`src/usb_state_pkg.sv`:
```
// Package: register map, field positions, reset values and carrier types of the USB state and mask block
package usb_state_pkg;

   // ****************************************************
   // Register offsets (byte addresses)
   // ****************************************************
   localparam logic [7:0] frame_info_off = 8'h00;
   localparam logic [7:0] device_state_off = 8'h04;
   localparam logic [7:0] function_address_off = 8'h08;
   localparam logic [7:0] irq_enable_set_off = 8'h10;
   localparam logic [7:0] irq_enable_clear_off = 8'h14;
   localparam logic [7:0] irq_mask_state_off = 8'h18;
   localparam logic [7:0] irq_status_off = 8'h1C;
   localparam logic [7:0] irq_clear_off = 8'h20;

   // ****************************************************
   // Field positions
   // ****************************************************
   localparam int frame_count_w = 11;
   localparam int frame_bad_pos = 16;
   localparam int frame_good_pos = 17;
   localparam int address_state_pos = 0;
   localparam int configured_pos = 1;
   localparam int function_addr_w = 7;
   localparam int function_enable_pos = 8;
   localparam int suspend_pos = 8;
   localparam int resume_pos = 9;
   localparam int frame_start_pos = 11;
   localparam int bus_reset_done_pos = 12;
   localparam int wakeup_pos = 13;
   localparam int irq_w = 14;

   // Byte-lane view of the frame flags for an 8-bit register port
   localparam int frame_good_byte_pos = 4;
   localparam int frame_bad_byte_pos = 3;

   // ****************************************************
   // Reset values and masks
   // ****************************************************
   localparam logic [13:0] irq_mask_reset = 14'h0200;
   localparam logic [13:0] irq_valid_bits = 14'h2B3F;
   localparam logic [13:0] irq_fixed_on = 14'h1000;
   localparam logic [13:0] irq_status_bits = 14'h3B3F;
   localparam logic [6:0] function_addr_reset = 7'h00;

   // ****************************************************
   // Carrier types
   // ****************************************************
   typedef struct packed {
      logic sof_pid;
      logic sof_eop;
      logic sof_error;
      logic [10:0] sof_frame;
   } sof_event_type;

   typedef struct packed {
      logic [5:0] endpoint;
      logic suspend;
      logic resume;
      logic bus_reset_done;
      logic wakeup;
   } bus_event_type;

   typedef struct packed {
      logic address_state_enable;
      logic configured_state;
      logic function_enable;
      logic [6:0] function_addr_value;
   } device_ctrl_type;

endpackage

```
`src/usb_device_state_irq.sv`:
```
// Device state, frame capture and interrupt mask registers behind an Avalon-MM slave

module usb_device_state_irq (
   input wire logic clk,
   input wire logic reset,
   input wire logic [7:0] avs_address,
   input wire logic avs_read,
   input wire logic avs_write,
   input wire logic [31:0] avs_writedata,
   input wire logic [3:0] avs_byteenable,
   output logic [31:0] avs_readdata,
   output logic avs_waitrequest,
   output logic avs_response_err,
   input wire usb_state_pkg::sof_event_type sof_in,
   input wire usb_state_pkg::bus_event_type events_in,
   output logic [7:0] frame_high_byte,
   output logic [7:0] frame_low_byte,
   output usb_state_pkg::device_ctrl_type ctrl_out,
   output logic irq
);

   // ****************************************************
   // Bus slave: one wait state, answer in the second cycle
   // ****************************************************
   logic wait_q;
   logic [31:0] readdata_q;
   logic err_q;
   logic access;
   logic wr_hit;
   logic full_word;

   assign access = (avs_read || avs_write) && wait_q;
   // Writes land at the edge at which the master sees waitrequest low
   assign wr_hit = avs_write && !wait_q;
   assign full_word = avs_byteenable[0] && avs_byteenable[1];

   always_ff @(posedge clk) begin
      if (reset) begin
         wait_q <= 1'b1;
      end else begin
         wait_q <= !access;
      end
   end

   assign avs_waitrequest = wait_q;

   // ****************************************************
   // Frame capture
   // ****************************************************
   logic [10:0] frame_count_q;
   logic frame_bad_flag_q;
   logic frame_good_flag_q;

   always_ff @(posedge clk) begin
      if (reset) begin
         frame_count_q <= 11'h000;
      end else if (sof_in.sof_eop) begin
         frame_count_q <= sof_in.sof_frame;
      end
   end

   always_ff @(posedge clk) begin
      if (reset) begin
         frame_bad_flag_q <= 1'b0;
         frame_good_flag_q <= 1'b0;
      end else if (sof_in.sof_eop) begin
         frame_bad_flag_q <= sof_in.sof_error;
         frame_good_flag_q <= !sof_in.sof_error;
      end else if (sof_in.sof_pid) begin
         frame_bad_flag_q <= 1'b0;
         frame_good_flag_q <= 1'b0;
      end
   end

   always_ff @(posedge clk) begin
      if (reset) begin
         frame_high_byte <= 8'h00;
         frame_low_byte <= 8'h00;
      end else begin
         frame_high_byte <= {3'h0, frame_good_flag_q, 1'b0, frame_count_q[10:8]};
         frame_low_byte <= {frame_count_q[7:4], frame_bad_flag_q, frame_count_q[2:0]};
      end
   end

   // ****************************************************
   // Device state and function address
   // ****************************************************
   logic address_state_enable_q;
   logic configured_state_q;
   logic function_enable_q;
   logic [6:0] function_addr_value_q;

   always_ff @(posedge clk) begin
      if (reset) begin
         address_state_enable_q <= 1'b0;
         configured_state_q <= 1'b0;
      end else if (wr_hit && avs_byteenable[0] && avs_address == usb_state_pkg::device_state_off) begin
         if (avs_writedata[usb_state_pkg::address_state_pos]) begin
            address_state_enable_q <= 1'b1;
         end
         configured_state_q <= avs_writedata[usb_state_pkg::configured_pos];
      end
   end

   always_ff @(posedge clk) begin
      if (reset) begin
         function_addr_value_q <= usb_state_pkg::function_addr_reset;
         function_enable_q <= 1'b0;
      end else if (wr_hit && avs_address == usb_state_pkg::function_address_off) begin
         if (avs_byteenable[0]) begin
            function_addr_value_q <= avs_writedata[6:0];
         end
         if (avs_byteenable[1]) begin
            function_enable_q <= avs_writedata[usb_state_pkg::function_enable_pos];
         end
      end
   end

   always_ff @(posedge clk) begin
      if (reset) begin
         ctrl_out <= '0;
      end else begin
         ctrl_out.address_state_enable <= address_state_enable_q;
         ctrl_out.configured_state <= configured_state_q;
         ctrl_out.function_enable <= function_enable_q;
         ctrl_out.function_addr_value <= function_addr_value_q;
      end
   end

   // ****************************************************
   // Interrupt mask, status and output
   // ****************************************************
   logic [13:0] mask_q;
   logic [13:0] status_q;
   logic [13:0] raise;
   logic [13:0] mask_view;
   logic [13:0] clear_bits;

   assign mask_view = mask_q | usb_state_pkg::irq_fixed_on;

   always_ff @(posedge clk) begin
      if (reset) begin
         mask_q <= usb_state_pkg::irq_mask_reset;
      end else if (events_in.bus_reset_done) begin
         mask_q <= usb_state_pkg::irq_mask_reset;
      end else if (wr_hit && full_word) begin
         if (avs_address == usb_state_pkg::irq_enable_set_off) begin
            mask_q <= mask_q | (avs_writedata[13:0] & usb_state_pkg::irq_valid_bits);
         end else if (avs_address == usb_state_pkg::irq_enable_clear_off) begin
            mask_q <= mask_q & ~(avs_writedata[13:0] & usb_state_pkg::irq_valid_bits);
         end
      end
   end

   always_comb begin
      raise = '0;
      raise[5:0] = events_in.endpoint;
      raise[usb_state_pkg::suspend_pos] = events_in.suspend;
      raise[usb_state_pkg::resume_pos] = events_in.resume;
      raise[usb_state_pkg::frame_start_pos] = sof_in.sof_pid;
      raise[usb_state_pkg::bus_reset_done_pos] = events_in.bus_reset_done;
      raise[usb_state_pkg::wakeup_pos] = events_in.wakeup;
   end

   always_comb begin
      clear_bits = '0;
      if (wr_hit && full_word && avs_address == usb_state_pkg::irq_clear_off) begin
         clear_bits = avs_writedata[13:0] & usb_state_pkg::irq_status_bits;
      end
   end

   always_ff @(posedge clk) begin
      if (reset) begin
         status_q <= '0;
      end else begin
         status_q <= (status_q & ~clear_bits) | raise; // set wins over clear
      end
   end

   always_ff @(posedge clk) begin
      if (reset) begin
         irq <= 1'b0;
      end else begin
         irq <= |(status_q & mask_view);
      end
   end

   // ****************************************************
   // Read data
   // ****************************************************
   always_ff @(posedge clk) begin
      if (reset) begin
         readdata_q <= 32'h0000_0000;
         err_q <= 1'b0;
      end else if (access) begin
         readdata_q <= 32'h0000_0000;
         err_q <= 1'b0;
         if (avs_read) begin
            unique case (avs_address)
               usb_state_pkg::frame_info_off: readdata_q <= {14'h0000, frame_good_flag_q, frame_bad_flag_q,
                                                             5'h00, frame_count_q};
               usb_state_pkg::device_state_off: readdata_q <= {30'h0, configured_state_q, address_state_enable_q};
               usb_state_pkg::function_address_off: readdata_q <= {23'h0, function_enable_q, 1'b0,
                                                                   function_addr_value_q};
               usb_state_pkg::irq_mask_state_off: readdata_q <= {18'h0, mask_view};
               usb_state_pkg::irq_status_off: readdata_q <= {18'h0, status_q};
               usb_state_pkg::irq_enable_set_off,
               usb_state_pkg::irq_enable_clear_off,
               usb_state_pkg::irq_clear_off: readdata_q <= 32'h0000_0000;
               default: err_q <= 1'b1;
            endcase
         end else if (!(avs_address inside {usb_state_pkg::frame_info_off, usb_state_pkg::device_state_off,
                     usb_state_pkg::function_address_off, usb_state_pkg::irq_enable_set_off,
                     usb_state_pkg::irq_enable_clear_off, usb_state_pkg::irq_mask_state_off,
                     usb_state_pkg::irq_status_off, usb_state_pkg::irq_clear_off})) begin
            err_q <= 1'b1;
         end
      end
   end

   assign avs_readdata = readdata_q;
   assign avs_response_err = err_q;
endmodule

```
`config.mk`:
```
export PLATFORM = sky130hd
export DESIGN_NAME = usb_device_state_irq
export DESIGN_NICKNAME = d
export VERILOG_FILES = /design/src/usb_state_pkg.sv /design/src/usb_device_state_irq.sv
export SDC_FILE = /design/constraint.sdc
export NUM_CORES = 1
export LEC_CHECK = 0
export BUFFER_PORTS_ARGS = -buffer_cell sky130_fd_sc_hd__clkbuf_2
export CORE_MARGIN = 2
export CORE_UTILIZATION = 51
export CTS_BUF_LIST = sky130_fd_sc_hd__clkbuf_4 sky130_fd_sc_hd__clkbuf_8
export DETAILED_ROUTE_END_ITERATION = 8
export PLACE_DENSITY_LB_ADDON = 0.05
export SKIP_LAST_GASP = 1
export SYNTH_ARGS = -nofsm -noshare
export SYNTH_HDL_FRONTEND = slang
export SYNTH_SLANG_ARGS = --single-unit
export TNS_END_PERCENT = 10
```
`constraint.sdc`:
```
create_clock -name clk -period 2.15 [get_ports clk]
set_input_delay 0.215 -clock clk [delete_from_list [all_inputs] [get_ports clk]]
set_output_delay 0.215 -clock clk [all_outputs]
set_load 0.05 [all_outputs]
```
==> impl_metrics.env <==
export IMPL_area_growth_syn_to_layout_pct=19.5
export IMPL_crit_path_max_incr_delay_ps=480
export IMPL_antenna_cells=0
export IMPL_max_slew_worst_pin_slew_ps=637
export IMPL_crit_top_cell="o21ai_0"
export IMPL_met2WireLength_um=4020
export IMPL_post_dp_hpwl_um=6330
export IMPL_timing_clock_skew_ps=10.9
export IMPL_finalCriticalPeriod_ps=1620
export IMPL_clock_tree_htree_level_count=3
export IMPL_layout_nets=533
export IMPL_drtAntennaViolNets=0
export IMPL_path_clk_slew_ps=80
export IMPL_die_h_um=87.5
export IMPL_clock_sinks=85
export IMPL_route_top_layer_used="met4"
export IMPL_critical_path_arrival_ps=1850
export IMPL_yosys_cell_count_top_type="dfxtp_1"
export IMPL_swShare=0.271
export IMPL_placement_io_buffers=90
export IMPL_drcViolationCount=0
export IMPL_dp_cells=530
export IMPL_fillers=620
export IMPL_top_ports=133
export IMPL_post_cts_resize_count=0
export IMPL_post_synthesis_cell_area_um2=3560
export IMPL_wirelength_um=8480
export IMPL_fin_cells=546
export IMPL_maxSlewHeadroom=0.571
export IMPL_grt_setup_unrepaired="false"
export IMPL_route_layer_met1_wl_um=3850
export IMPL_detailedRoute_firstPassIterationCount=4
export IMPL_period_share=0.754
export IMPL_synthesized_instance_count=368
export IMPL_timing_worst_setup_path_type="reg -> reg"
export IMPL_max_cap_viol_count=0
export IMPL_grt_first_pass_wirelength_um=13400
export IMPL_startpoint_type="flip-flop"
export IMPL_antenna_found_initial=0
export IMPL_core_um2=6760
export IMPL_vdd_drop_max_mv=0.407
export IMPL_critPathBufInv=1
export IMPL_yosys_register_bits=85
export IMPL_grt_pass1_vias=2672
export IMPL_p_clk_frac=0.370
export IMPL_status="completed"
export IMPL_maxSlewViolCount=0
export IMPL_drtIter0Drc=179
export IMPL_fraction_of_final_layout_cells_sized_beyond_drive_strength_1=0.298
export IMPL_post_synth_top_area_fraction=0.478
export IMPL_top_cell_type_by_total_area_after_synthesis="dfxtp_1"
export IMPL_post_synth_most_frequent_cells="85 x dfxtp_1, 42 x nor2_1, 26 x mux2i_1"
export IMPL_timing_hold_worst_class="in -> reg"
export IMPL_worstPathMaxFanout=9
export IMPL_avgViaCountPerCell=5.46
export IMPL_overflow=0
export IMPL_grt_max_degree=35
export IMPL_worst_path_dominant_cell_family="compound AO/OA/AOI/OAI gates"
export IMPL_synth_cell_types=51
export IMPL_numCtsBuffers=9
export IMPL_synth_enable_flop_cells=0
export IMPL_synth_top_area_cells="dfxtp_1 48%, mux2i_1 7.3%, a311oi_1 4.7%"
export IMPL_seq_area_frac_synth=0.478
export IMPL_worst_path_max_delay_cell="dfxtp_1"
export IMPL_p_sw_w=0.000870
export IMPL_place_ws_ps=386
export IMPL_cts_buffer_depth=2
export IMPL_ctsRootBufferMaster="clkbuf_8"
export IMPL_global_route_usage_total=0.229
export IMPL_floorplan_initialDensity=0.526
export IMPL_die_width_um=87.5
export IMPL_gp_congestion=0.898
export IMPL_synth_async_sr_flop_share=0
export IMPL_totalNegativeSetupSlack_ps=0
export IMPL_routed_via_count=2980
export IMPL_synth_area_per_cell_um2=9.67
export IMPL_floorplan_die_area_um2=7660
export IMPL_synth_warnings=0
export IMPL_setup_viol_count_final=0
export IMPL_cp_data_required_time_ps=2380
export IMPL_rows=30
export IMPL_postLayoutSetupSlackWorst_ps=529
export IMPL_power_sequential_fraction=0.512
export IMPL_tritoncts="done"
export IMPL_detail_route_wl_per_cell_um=15.5
export IMPL_totalPowerFinal_w=0.00321
export IMPL_cts_repair_timing_setup_buffer_count=0
export IMPL_hold_buffers=0
export IMPL_comb_power_share=0.118
export IMPL_power_density_cell_area_nw_per_um2=756
export IMPL_worst_setup_path_end_kind="flip-flop"
export IMPL_report_final_hold_viol_count=0
export IMPL_ys_flop_type="dfxtp_1"
export IMPL_worstSkewPairLatency_ps=360
export IMPL_path_cells="o21ai_0, nor2b_1, buf_4, a22oi_1, o21ai_0"
export IMPL_intPower_w=0.00234
export IMPL_met3RoutedLength_um=412
export IMPL_cellLeakagePower_nw=1.95
export IMPL_fmax_ghz=0.617
[path summary, 6_finish.rpt]
| path | start | to | slack, ps | depth (start not counted) |
|---|---|---|---|---|
| hold reg to reg | avs_readdata[11] | avs_readdata[11] | 460 | 2 |
| setup reg to reg | avs_waitrequest | avs_readdata[1] | 530 | 5 |
| hold / removal | avs_writedata[12] | status_q[12] | 50 | 2 |
| setup / recovery | avs_waitrequest | avs_readdata[1] | 530 | 5 |
[cells in the final DEF (no fill, tap or decap), types with 3 or more instances in the layout]
cell and instances:
nor3b_1 3, a21oi_1 12, a311oi_1 19, and3b_1 3, nand2_1 12, buf_4 14
mux2i_1 26, or2_2 4, nor2b_1 25, and3_1 3, dfxtp_1 85, nor4_1 4
nor2_1 42, inv_1 13, nor3_1 3, o21ai_0 12, conb_1 20, a22o_1 4
nand4_1 3, mux2_2 7, a32oi_1 3, clkbuf_2 90, nand3b_1 3, a22oi_1 11
clkbuf_8 11
[worst reg2reg max path, cell delays in order (launching register included)]
cell and delay (ps):
dfxtp_1 480, o21ai_0 310, nor2b_1 240, buf_4 180, a22oi_1 180, o21ai_0 110
[metrics by stage]
stage | hold WS, ps | area (µm²) | util
floorplan | 324 | 3630 | -
global route | 50.4 | 4250 | 0.629
finish | 47.1 | 4250 | 0.629
global placement | 412 | 4040 | 0.598
detailed placement | 415 | 4040 | 0.598
CTS | 34.8 | 4250 | 0.629
[per-layer routing]
layer / track usage / vias to the layer above
met5: 0 / -
met4: 0.0951 / 0
met3: 0.0370 / 15
met2: 0.364 / 98
met1: 0.309 / 1395
li1: - / 1472
[area by class of cell]
cell class,count,area [µm²],area share
sequential,85,1700,0.400
inverter,13,48.8,0.0115
clock inverter,4,53.8,0.0127
multi-input combinational,248,1630,0.384
clock buffer,12,159,0.0374
timing repair buffer,104,556,0.131
tap,80,100,0.0235
[cell families after synthesis]
family,after synthesis,synth area share
other cells,1,0.00105
simple gates,119,0.186
compound gates,76,0.157
flops,85,0.478
mux,33,0.0953
buf+inv,54,0.0827
[power by group through the flow]
stage	Clock [W]	Combinational, W	Sequential [W]
CTS	0.00121	0.000379	0.00165
finish	0.00119	0.000379	0.00164
detailed placement	0	0.000377	0.00168
floorplan	0	0.000241	0.00172
global placement	0	0.000373	0.00168
global route	0.00128	0.000410	0.00165
No activity file was read; power rests on OpenSTA's default activity.
